## config.mk

```make
export PLATFORM = sky130hd
export DESIGN_NAME = ssf_sample_fifo
export DESIGN_NICKNAME = d
export VERILOG_FILES = /design/src/shared/ssf_pkg.sv /design/src/design/ssf_sample_fifo.sv
export SDC_FILE = /design/constraint.sdc
export NUM_CORES = 1
export LEC_CHECK = 0
export ABC_AREA = 1
export BUFFER_PORTS_ARGS = -buffer_cell sky130_fd_sc_hd__buf_2
export CAP_MARGIN = 20
export CORE_MARGIN = 1.5
export CORE_UTILIZATION = 50
export DETAILED_ROUTE_END_ITERATION = 10
export GPL_ROUTABILITY_DRIVEN = 1
export GPL_TIMING_DRIVEN = 1
export PLACE_DENSITY_LB_ADDON = 0.12
export SETUP_SLACK_MARGIN = 0.1
export SLEW_MARGIN = 20
export SYNTH_ARGS = -nofsm -noshare
export SYNTH_HDL_FRONTEND = slang
export SYNTH_SLANG_ARGS = --single-unit
```

## constraint.sdc

```tcl
create_clock -name core_clk -period 11.1 [get_ports core_clk]
set_input_delay 2.22 -clock core_clk [delete_from_list [all_inputs] [get_ports core_clk]]
set_output_delay 2.22 -clock core_clk [all_outputs]
set_load 0.02 [all_outputs]
```

## src/shared/ssf_pkg.sv

```systemverilog
// Package with register map, field layout, reset values and sample types for the sample FIFO.
package ssf_pkg;
  // ==========================================================================
  // Register offsets
  // ==========================================================================
  localparam logic [7:0] ADDR_OUT_P_HI = 8'h01; // Aliased FIFO read port while enabled.
  localparam logic [7:0] ADDR_OUT_P_MID = 8'h02; // First of the four zeroed data addresses.
  localparam logic [7:0] ADDR_OUT_T_LO = 8'h05; // Last of the zeroed data addresses.
  localparam logic [7:0] ADDR_FIFO_STATUS = 8'h0d; // Flags and stored sample count.
  localparam logic [7:0] ADDR_FIFO_READ_PORT = 8'h0e; // Not decoded; reads zero, the FIFO is read at ADDR_OUT_P_HI.
  localparam logic [7:0] ADDR_FIFO_SETUP = 8'h0f; // Policy and watermark level.
  localparam logic [7:0] ADDR_TICKS_SINCE_WRITE = 8'h10; // Delay counter.
  localparam logic [7:0] ADDR_OP_MODE_IND = 8'h11; // Standby or active indicator.
  // ==========================================================================
  // Field layout and encodings
  // ==========================================================================
  localparam int POLICY_MSB = 7; // Overflow policy field, upper bit.
  localparam int POLICY_LSB = 6; // Overflow policy field, lower bit.
  localparam int WMRK_MSB = 5; // Watermark level field, upper bit.
  localparam logic [1:0] POLICY_DISABLED = 2'h0; // FIFO off.
  localparam logic [1:0] POLICY_CIRCULAR = 2'h1; // Oldest sample replaced when full.
  localparam logic [1:0] POLICY_STOP = 2'h2; // New samples dropped when full.
  localparam logic [1:0] POLICY_UNUSED = 2'h3; // Not a legal policy.
  // ==========================================================================
  // Sizes and reset values
  // ==========================================================================
  localparam int FIFO_DEPTH = 32; // Samples held.
  localparam logic [5:0] COUNT_FULL = 6'h20; // Count that means full.
  localparam logic [2:0] LAST_BYTE_IDX = 3'h4; // Fifth byte of a sample.
  localparam logic [7:0] SETUP_RESET = 8'h00; // Policy and watermark after reset.
  localparam logic [7:0] DELAY_MAX = 8'hff; // Delay counter saturates here.
  localparam logic [15:0] DIV_ONE = 16'h0001; // Base of the rate divider.
  // One stored sample: pressure high, middle, low, temperature high, low.
  typedef struct packed {
    logic [7:0] p_hi;
    logic [7:0] p_mid;
    logic [7:0] p_lo;
    logic [7:0] t_hi;
    logic [7:0] t_lo;
  } ssf_sample_t;
  // Register access strobes from the device's serial front end.
  typedef struct packed {
    logic rd;
    logic wr;
    logic [7:0] addr;
    logic [7:0] wdata;
  } ssf_reg_req_t;
endpackage

```

## src/design/ssf_sample_fifo.sv

```systemverilog
// Sample FIFO with overflow policy, flags, delay counter and mode indicator.
// Functional notes
// - Thirty-two five-byte samples, byte-wide read port.
// - Enabled FIFO is read at pressure high address.
// - Four following data addresses read zero.
// - Acquisition continues during FIFO reads.
// - Bytes come oldest first; empty reads zero.
// - Count drops by one per consumed sample.
// - Watermark only flags, never stops writes.
// - Writes follow the selected acquisition rate.
// - Policy: disabled, circular, stop-when-full, unused.
// - Flush on disable and standby-to-active.
// - Disabling clears flags and count.
// - Overflow flag set at count thirty-two.
// - Watermark flag when count equals level.
// - Zero level disables watermark flag.
// - Direct circular/stop switch is refused.
// - Policy writable while active.
// - Policy and level writable in standby.
// - Delay counter counts ticks from first overflow.
// - Delay runs after overflow, clears on drain.
// - Mode indicator bit zero, upper bits zero.
// - Count reads zero to thirty-two.
// - Flags are levels; status read pulses out.
module ssf_sample_fifo (
  input wire logic core_clk,
  input wire logic rst,
  input wire logic acq_tick, // Sample-time tick from another domain.
  input wire ssf_pkg::ssf_sample_t sample_in, // Latest conversion result.
  input wire logic active_mode, // High in active operation.
  input wire logic [3:0] acquisition_rate_select, // Rate field of second_control_register.
  input wire ssf_pkg::ssf_reg_req_t reg_req, // Register read or write strobe.
  output logic [7:0] reg_rdata_r, // Read answer, one cycle after the strobe.
  output logic reg_rvalid_r, // Marks the read answer.
  output logic status_read_r // Pulse: status register was read.
);
  import ssf_pkg::*;
  // ==========================================================================
  // Tick synchroniser
  // ==========================================================================
  logic tick_s1_r, tick_s2_r, tick_s3_r, tick_lvl_r; // Stages and settled level.
  logic tick_edge; // One cycle per settled rising edge.
  // Three stages; only the second and third are compared.
  always_ff @(posedge core_clk)
  begin
    if (rst)
    begin
      tick_s1_r <= 1'b0;
      tick_s2_r <= 1'b0;
      tick_s3_r <= 1'b0;
      tick_lvl_r <= 1'b0;
    end
    else
    begin
      tick_s1_r <= acq_tick;
      tick_s2_r <= tick_s1_r;
      tick_s3_r <= tick_s2_r;
      if (tick_s2_r == tick_s3_r)
      begin
        tick_lvl_r <= tick_s3_r;
      end
    end
  end
  assign tick_edge = (tick_s2_r == tick_s3_r) && tick_s3_r && !tick_lvl_r;
  // ==========================================================================
  // FIFO state
  // ==========================================================================
  ssf_sample_t mem [FIFO_DEPTH]; // Sample storage, no reset needed.
  logic [4:0] wr_ptr_r, wr_ptr_nxt; // Next slot to fill.
  logic [4:0] rd_ptr_r, rd_ptr_nxt; // Oldest sample.
  logic [5:0] count_r, count_nxt; // stored_sample_count.
  logic [2:0] byte_idx_r, byte_idx_nxt; // Byte within the oldest sample.
  logic [1:0] policy_r, policy_nxt; // Overflow policy field.
  logic [5:0] watermark_level_r, watermark_level_nxt; // Watermark level field.
  logic overflow_flag_r, overflow_flag_nxt; // Level flag.
  logic watermark_hit_flag_r, watermark_hit_flag_nxt; // Level flag.
  logic [7:0] delay_r, delay_nxt; // ticks_since_last_write.
  logic delay_run_r, delay_run_nxt; // Set by overflow or wrap.
  logic active_r, active_nxt; // operating_mode_indicator bit.
  logic [15:0] div_r, div_nxt; // Acquisition rate divider.
  logic [7:0] rdata_nxt; // Next read answer.
  logic mem_we; // Store sample_in this cycle.
  logic fifo_rd; // Read strobe on the aliased port.
  logic pop; // Oldest sample fully consumed.
  logic [5:0] cnt_after; // Count after any pop.
  logic write_now; // A sample is due this cycle.
  logic flush; // Drop all contents.
  logic [1:0] new_policy; // Policy field of a setup write.
  ssf_sample_t front; // Oldest sample.
  // Picks one byte of a sample (oldest stored or latest result), pressure high first.
  function automatic logic [7:0] pick_byte(input ssf_sample_t s, input logic [2:0] i);
    logic [7:0] b;
    b = s.t_lo;
    unique case (i)
      3'h0: b = s.p_hi;
      3'h1: b = s.p_mid;
      3'h2: b = s.p_lo;
      3'h3: b = s.t_hi;
      default: b = s.t_lo;
    endcase
    return b;
  endfunction
  // ==========================================================================
  // Next-state logic
  // ==========================================================================
  // Reads, writes, acquisition and flags are resolved in one place so that a
  // pop and a new sample in the same cycle never fight over the count.
  always_comb
  begin
    wr_ptr_nxt = wr_ptr_r;
    rd_ptr_nxt = rd_ptr_r;
    byte_idx_nxt = byte_idx_r;
    policy_nxt = policy_r;
    watermark_level_nxt = watermark_level_r;
    delay_nxt = delay_r;
    delay_run_nxt = delay_run_r;
    active_nxt = active_mode;
    div_nxt = div_r;
    mem_we = 1'b0;
    pop = 1'b0;
    rdata_nxt = 8'h00;
    front = mem[rd_ptr_r];
    new_policy = reg_req.wdata[POLICY_MSB:POLICY_LSB];
    fifo_rd = reg_req.rd && (reg_req.addr == ADDR_OUT_P_HI) && (policy_r != POLICY_DISABLED);
    // The divider keeps counting during reads, so acquisition never pauses.
    write_now = 1'b0;
    if (tick_edge && active_r)
    begin
      if (div_r >= ((DIV_ONE << acquisition_rate_select) - DIV_ONE))
      begin
        div_nxt = 16'h0000;
        write_now = (policy_r != POLICY_DISABLED);
      end
      else
      begin
        div_nxt = div_r + DIV_ONE;
      end
    end
    // Register reads; data addresses alias onto the FIFO while enabled.
    unique case (reg_req.addr)
      ADDR_OUT_P_HI: rdata_nxt = (policy_r != POLICY_DISABLED) ? 8'h00 : sample_in.p_hi;
      ADDR_FIFO_STATUS: rdata_nxt = {overflow_flag_r, watermark_hit_flag_r, count_r};
      ADDR_FIFO_SETUP: rdata_nxt = {policy_r, watermark_level_r};
      ADDR_TICKS_SINCE_WRITE: rdata_nxt = delay_r;
      ADDR_OP_MODE_IND: rdata_nxt = {7'h00, active_r};
      default: rdata_nxt = 8'h00;
    endcase
    if (reg_req.addr >= ADDR_OUT_P_MID && reg_req.addr <= ADDR_OUT_T_LO && policy_r == POLICY_DISABLED)
    begin
      rdata_nxt = pick_byte(sample_in, 3'(reg_req.addr - ADDR_OUT_P_HI));
    end
    // An enabled FIFO answers zeros on the four following addresses.
    if (fifo_rd && count_r != 6'h00)
    begin
      rdata_nxt = pick_byte(front, byte_idx_r);
      if (byte_idx_r == LAST_BYTE_IDX)
      begin
        byte_idx_nxt = 3'h0;
        pop = 1'b1;
        rd_ptr_nxt = rd_ptr_r + 5'h01;
      end
      else
      begin
        byte_idx_nxt = byte_idx_r + 3'h1;
      end
    end
    cnt_after = count_r - {5'h00, pop};
    count_nxt = cnt_after;
    // Writing past the watermark is allowed; only the flag follows it.
    if (write_now && tick_edge)
    begin
      if (cnt_after == COUNT_FULL)
      begin
        delay_run_nxt = 1'b1;
        if (policy_r == POLICY_CIRCULAR)
        begin
          mem_we = 1'b1;
          wr_ptr_nxt = wr_ptr_r + 5'h01;
          rd_ptr_nxt = rd_ptr_nxt + 5'h01;
          byte_idx_nxt = 3'h0; // A half-read oldest sample is gone.
        end
      end
      else
      begin
        mem_we = 1'b1;
        wr_ptr_nxt = wr_ptr_r + 5'h01;
        count_nxt = cnt_after + 6'h01;
      end
    end
    // Delay counter advances per sample tick once overflow or wrap began.
    if (tick_edge && delay_run_r && delay_r != DELAY_MAX)
    begin
      delay_nxt = delay_r + 8'h01;
    end
    if (pop && count_nxt == 6'h00)
    begin
      delay_nxt = 8'h00;
      delay_run_nxt = 1'b0;
    end
    // Setup write: policy any time, watermark only in standby.
    if (reg_req.wr && reg_req.addr == ADDR_FIFO_SETUP)
    begin
      if (new_policy != POLICY_UNUSED &&
          !(policy_r != POLICY_DISABLED && new_policy != POLICY_DISABLED && new_policy != policy_r))
      begin
        policy_nxt = new_policy;
      end
      if (!active_r)
      begin
        watermark_level_nxt = reg_req.wdata[WMRK_MSB:0];
      end
    end
    flush = (policy_nxt == POLICY_DISABLED) || (active_mode && !active_r);
    if (flush)
    begin
      wr_ptr_nxt = 5'h00;
      rd_ptr_nxt = 5'h00;
      byte_idx_nxt = 3'h0;
      count_nxt = 6'h00;
      delay_nxt = 8'h00;
      delay_run_nxt = 1'b0;
      mem_we = 1'b0;
    end
    overflow_flag_nxt = (count_nxt == COUNT_FULL);
    watermark_hit_flag_nxt = (watermark_level_nxt != 6'h00) && (count_nxt == watermark_level_nxt);
  end
  // ==========================================================================
  // State registers
  // ==========================================================================
  // Only registers the next values; sample storage has no reset.
  always_ff @(posedge core_clk)
  begin
    if (mem_we)
    begin
      mem[wr_ptr_r] <= sample_in;
    end
    if (rst)
    begin
      wr_ptr_r <= 5'h00;
      rd_ptr_r <= 5'h00;
      count_r <= 6'h00;
      byte_idx_r <= 3'h0;
      {policy_r, watermark_level_r} <= SETUP_RESET;
      overflow_flag_r <= 1'b0;
      watermark_hit_flag_r <= 1'b0;
      delay_r <= 8'h00;
      delay_run_r <= 1'b0;
      active_r <= 1'b0;
      div_r <= 16'h0000;
      reg_rdata_r <= 8'h00;
      reg_rvalid_r <= 1'b0;
      status_read_r <= 1'b0;
    end
    else
    begin
      wr_ptr_r <= wr_ptr_nxt;
      rd_ptr_r <= rd_ptr_nxt;
      count_r <= count_nxt;
      byte_idx_r <= byte_idx_nxt;
      policy_r <= policy_nxt;
      watermark_level_r <= watermark_level_nxt;
      overflow_flag_r <= overflow_flag_nxt;
      watermark_hit_flag_r <= watermark_hit_flag_nxt;
      delay_r <= delay_nxt;
      delay_run_r <= delay_run_nxt;
      active_r <= active_nxt;
      div_r <= div_nxt;
      reg_rdata_r <= reg_req.rd ? rdata_nxt : 8'h00;
      reg_rvalid_r <= reg_req.rd;
      status_read_r <= reg_req.rd && (reg_req.addr == ADDR_FIFO_STATUS);
    end
  end
endmodule // ssf_sample_fifo

```

[Word-level counts from Yosys, hierarchy flattened]
Memory sizes are Yosys's and may differ from the RTL's. A register that Yosys moved wholly into a read port is not among the register bits.
Cells that the tools add are included.
Cells by class
  $add $sub $neg: 10
  $lt $le $gt $ge: 3
  eq/ne operators: 21
  shifts and indexed selects: 1
  muxes and demuxes: 37
  bitwise operators: 1
  reduce and logical (&&, ||, !) cells: 37
Operator list (number)
  $pmux W8 S4: 2
  $mux W5: 8
  $pmux W8 S5: 1
  $mux W6: 5
  $mux W8: 3
  $logic_and A1 B1 Y1: 19
  $add A16 B1 Y16 const B: 1
  $eq A8 B4 Y1 const B: 2
  $eq A8 B5 Y1 const B: 2
  $ge A16 B16 Y1: 1
  $mux W16: 1
  $shl A1 B4 Y16 const A: 1
  $sub A16 B1 Y16 const B: 1
  $add A5 B1 Y5 const B: 3
  $mux W3: 5
  $eq A3 B2 Y1 const B: 4
  $eq A6 B6 Y1 const B: 2
  $reduce_bool A6 Y1: 2
  $mux W1: 10
  $add A8 B1 Y8 const B: 1
  $eq A8 B1 Y1 const B: 1
  $ge A8 B2 Y1 const B: 1
  $le A8 B3 Y1 const B: 1
  $ne A8 B8 Y1 const B: 1
  23 further kinds: 32
Word-level totals
  register bits after elaboration: 69
  memory bits (writable): 1280
  input bits: 66
  output and inout port bits: 10
  logic and storage cells: 130
  memories: 1
Memory list
  mem: words 32, width 40, read ports 1, clocked after Yosys merged registers in 1, wr ports 1, line ssf_sample_fifo.sv:68  | ssf_sample_t mem [FIFO_DEPTH];

[Logic depth before layout (Yosys ltp)]
  depth in word-level cells: 12
  mapped depth: 25

[Worst setup path before layout]
No wires, ideal clock.
  path type: input-to-reg
  start: input port acquisition_rate_select[3]
  end: memory mem[31][0] (netlist name), enable pin
  data arrival time: 7.446 ns
  path slack: 3.167 ns
  stages on the path: 20
  buffers on the path: 1
  cells stage by stage: clkbuf_1 > nor2_1 > nand2_1 > ha_1 > o211a_1 > o2111ai_1 > xor2_1 > ha_1 > nand2_1 > nor3_1 > nand2_1 > nand2_1 > nand2_1 > inv_2 > o21ai_2 > inv_2 > nand2_2 > inv_2 > nand2_1 > nor3_1
On the way
  longest elaborated chain between the ends: 10
RTL lines
  from (decl): line ssf_sample_fifo.sv:31  | input wire logic [3:0] acquisition_rate_select,
  $shl A1 B4 Y16: line ssf_sample_fifo.sv:129  | if (div_r >= ((DIV_ONE << acquisition_rate_select) - DIV_ONE))
  $sub A16 B1 Y16: line ssf_sample_fifo.sv:129
  $ge A16 B16 Y1: line ssf_sample_fifo.sv:129
  $mux W1: line ssf_sample_fifo.sv:129
  $mux W1: line ssf_sample_fifo.sv:127  | if (tick_edge && active_r)
  $logic_and A1 B1 Y1: line ssf_sample_fifo.sv:170  | if (write_now && tick_edge)
  $mux W1: line ssf_sample_fifo.sv:170
  $mux W1: line ssf_sample_fifo.sv:214  | if (flush)
  $mux W1: line ssf_sample_fifo.sv:233  | if (mem_we)
  $mux W1 (implied by the code): line ssf_sample_fifo.sv:235  | mem[wr_ptr_r] <= sample_in;
  to (decl): line ssf_sample_fifo.sv:68
Every way passes these cells.

[Worst setup path after layout]
  start: input port acquisition_rate_select[3]
  end: memory mem[16][30] (netlist name), enable pin
Same word-level chain as after synthesis.

==> impl_metrics.ini <==
[logic_synthesis]
sequential_to_total_area_share_from_yosys_stat = 0.726
synth_top_area_cell = sky130_fd_sc_hd__edfxtp_1
synth-seq-cells = 1349
synth-edff-count = 1280
synth-warning-count = 0
yosys.area.top_type_share = 0.700
post_synth_instance_area_sq_um = 54900
synth-async-reset-ratio = 0
post_synth_num_cell_types = 52
area_contributors_post_synth = sky130_fd_sc_hd__edfxtp_1 (70%), sky130_fd_sc_hd__o21ai_0 (5.9%), sky130_fd_sc_hd__nor2_1 (5.7%)
synthCells = 4481
yosysMostFrequentCell = sky130_fd_sc_hd__edfxtp_1
synthFlopType = sky130_fd_sc_hd__edfxtp_1
synthTopCellsByCount = sky130_fd_sc_hd__edfxtp_1 (1280), sky130_fd_sc_hd__nor2_1 (827), sky130_fd_sc_hd__o21ai_0 (651)
mappedNetlistNets = 4582
synth_area_per_cell_sq_um = 12.2

[grt]
grt_remaining_overflow = 0
grt_start_max_net_pins = 170
groute.usage.overall = 0.285
antenna_violations_before_repair = 3
grt_first_pass_wirelength_um = 235000
vias_in_the_first_global_route = 35124

[power]
overall_power_uw = 10300
ir_drop_uv = 152
power.leakage_uw = 0.0204
power.density_cell_area_nw_per_um2 = 168

[final_layout]
areaGrowthSynthToFinish_pct = 11.9
layout.nets = 4618
finish.utilization = 0.564
drive_above_1_share = 0.0940
num_antenna_cells = 0

[setup_path]
critPathMaxFanout = 21
start_kind = input port
worstPathRequired_ps = 11490
worst_setup_path_startpoint = acquisition_rate_select[3]
worst_setup_path_end_kind = flop
category_of_the_most_critical_setup_path = input port to flop
reg2reg_from = byte_idx_r[0]
worst-endpoint-arrival_ps = 6920

[timing]
fin_crit_sh = 0.588
maxClockFrequency_mhz = 153
layout_min_cycle_time_ps = 6530
clock-skew-final_ps = 32.8
total_of_endpoints_with_negative_setup_slack_in_the_final_report = 0
worst_pin_slew_ps = 1100
hold_viol_final = 0
timing.slew.headroom = 0.263
rsz0062_at_grt = no
setup-tns-final_ps = 0
final_max_slew_viol_count = 0

[drt]
vias = 36809
route.top_layer_used = met5
first_pass_iters = 5
wirelength_per_cell_um = 26.4
post_drt_via_cell_ratio = 6.08
drt_iter0_drc = 4948
totalWireLength_um = 160000
dr_wl_met2_um = 72400
drcViolationCount = 0
detailroute.wirelength.met3_um = 13700
drt-met1-wl_um = 69000
postRouteAntennaNets = 0

[cts]
clk_root_buffer_cell = sky130_fd_sc_hd__clkbuf_16
cts_max_level = 4
ctsLongestPathBuffers = 3
tritoncts_clock_tree = yes
cts.repair.resized = 0
cts-buffers-inserted = 143
cts_setup_buffers = 0
cts.clk_slew.worst_paths_ps = 50
clock_sinks = 1349
cts_hold_repair.buffers = 0
clk-insertion-delay-late_ps = 760

[die]
die_area_sq_um = 112000
floorplan.die.width_um = 334
fp.dieH_um = 334
ioPinCount = 76
starting_density_of_the_core = 0.504
core_area_sq_um = 109000
floorplan.rows = 121

[run]
max_cap_violations = 0

[min_path]
worstHoldPathType = flop to flop
min-delay-start = tick_s1_r

[placement]
gp_routability_congestion = 0.884
dpl.hpwl_um = 88900
io_buffers = 75

[outcome]
run_status = finished, final reports clean
==> worst max-delay path, stage by stage <==
cell and delay [ps]:
sky130_fd_sc_hd__buf_2 160, sky130_fd_sc_hd__nor2_1 190, sky130_fd_sc_hd__nand2_1 120, sky130_fd_sc_hd__ha_1 240
sky130_fd_sc_hd__o211a_1 170, sky130_fd_sc_hd__nand2_1 80, sky130_fd_sc_hd__xor2_1 160, sky130_fd_sc_hd__inv_1 60
sky130_fd_sc_hd__ha_1 280, sky130_fd_sc_hd__nand2_1 50, sky130_fd_sc_hd__o21ai_0 190, sky130_fd_sc_hd__a21oi_1 100
sky130_fd_sc_hd__nand2_1 260, sky130_fd_sc_hd__nand2_1 250, sky130_fd_sc_hd__inv_2 130, sky130_fd_sc_hd__o21ai_2 130
sky130_fd_sc_hd__inv_2 130, sky130_fd_sc_hd__nand2_1 450, sky130_fd_sc_hd__nor2_4 970, sky130_fd_sc_hd__buf_4 520
==> sequential cells by signal, summed over array words and instances (netlist names), 2 cells and up <==
| name | cells |
|---|---|
| div_r | 16 |
| mem | 1280 |
| policy_r | 2 |
| reg_rdata_r | 8 |
| delay_r | 8 |
| watermark_level_r | 6 |
| byte_idx_r | 3 |
| count_r | 6 |
| wr_ptr_r | 5 |
| rd_ptr_r | 5 |
==> routing by layer <==
metal | track usage | up-vias
met5 | 0 | -
li1 | - | 16488
met2 | 0.434 | 1679
met4 | 0.0906 | 6
met3 | 0.0498 | 247
met1 | 0.420 | 18389
==> layout by cell type, fill, tap and decap left out, drive strengths merged, types with 2 or more instances in the layout <==
| cell | count |
|---|---|
| nor3 | 17 |
| o21ai | 672 |
| xnor2 | 3 |
| clkbuf | 188 |
| dfxtp | 69 |
| nor3b | 4 |
| nand2 | 438 |
| edfxtp | 1280 |
| nand3 | 206 |
| ha | 35 |
| nand4 | 70 |
| nor2 | 837 |
| a22oi | 2 |
| o211ai | 118 |
| a221oi | 7 |
| nor4 | 3 |
| or2 | 7 |
| bufinv | 8 |
| clkinv | 65 |
| o21a | 2 |
| o221ai | 46 |
| xor2 | 23 |
| inv | 135 |
| o22ai | 152 |
| buf | 163 |
| a31oi | 3 |
| a21oi | 66 |
| a211oi | 7 |
==> metrics by stage <==
stage                     instances  hold WS (ps)  area [sq um]  setup slack (ps)
final                          6051           405         61400              4570
after CTS                      6051           409         61400              4570
after global routing           6051           420         61400              4140
after global placement         5786           392         56900              3780
after floorplan                4481           388         54900              3170
after detailed placement       5786           401         56900              3790
==> kinds of logic (layout without fill, tap and decap cells) <==
logic type / Yosys count / after routing / synth area share
buffers and inverters: 404 / 560 / 0.0299
AND/OR/NAND/NOR: 1585 / 1585 / 0.119
XOR/XNOR: 26 / 26 / 0.00442
flip-flops: 1349 / 1349 / 0.726
multiplexers: 1 / 1 / 0.000182
adder cells (fa/ha/maj): 35 / 35 / 0.00798
AO/OA/AOI/OAI: 1080 / 1080 / 0.112
other: 1 / 1 / 0.0000683
==> power by group <==
group          leakage (uW)  total, uW  switching [uW]  internal (uW)
registers            0.0121       5560           0.606           5560
clock network       0.00219       4610            1980           2640
logic               0.00612        155             130           25.3
total                0.0204      10300            2110           8230
==> path summary, 6_finish.rpt <==
kind / to / slack [ps] / cells past startpoint
worst max-delay path: mem[16][30] / 4570 / 20
worst min-delay path: tick_s2_r / 400 / 2
worst max register to register: mem[16][30] / 5860 / 15
worst min register to register: tick_s2_r / 400 / 2
==> area by class of cell <==
cell class	instances	area, sq um
clock inverter	77	652
inverter	132	514
timing repair buffer	163	1100
fill	8914	47500
tap	1414	1770
multi-input combinational	2728	13700
sequential	1349	39800
clock buffer	188	3850
Power figures use the tool's default switching activity.
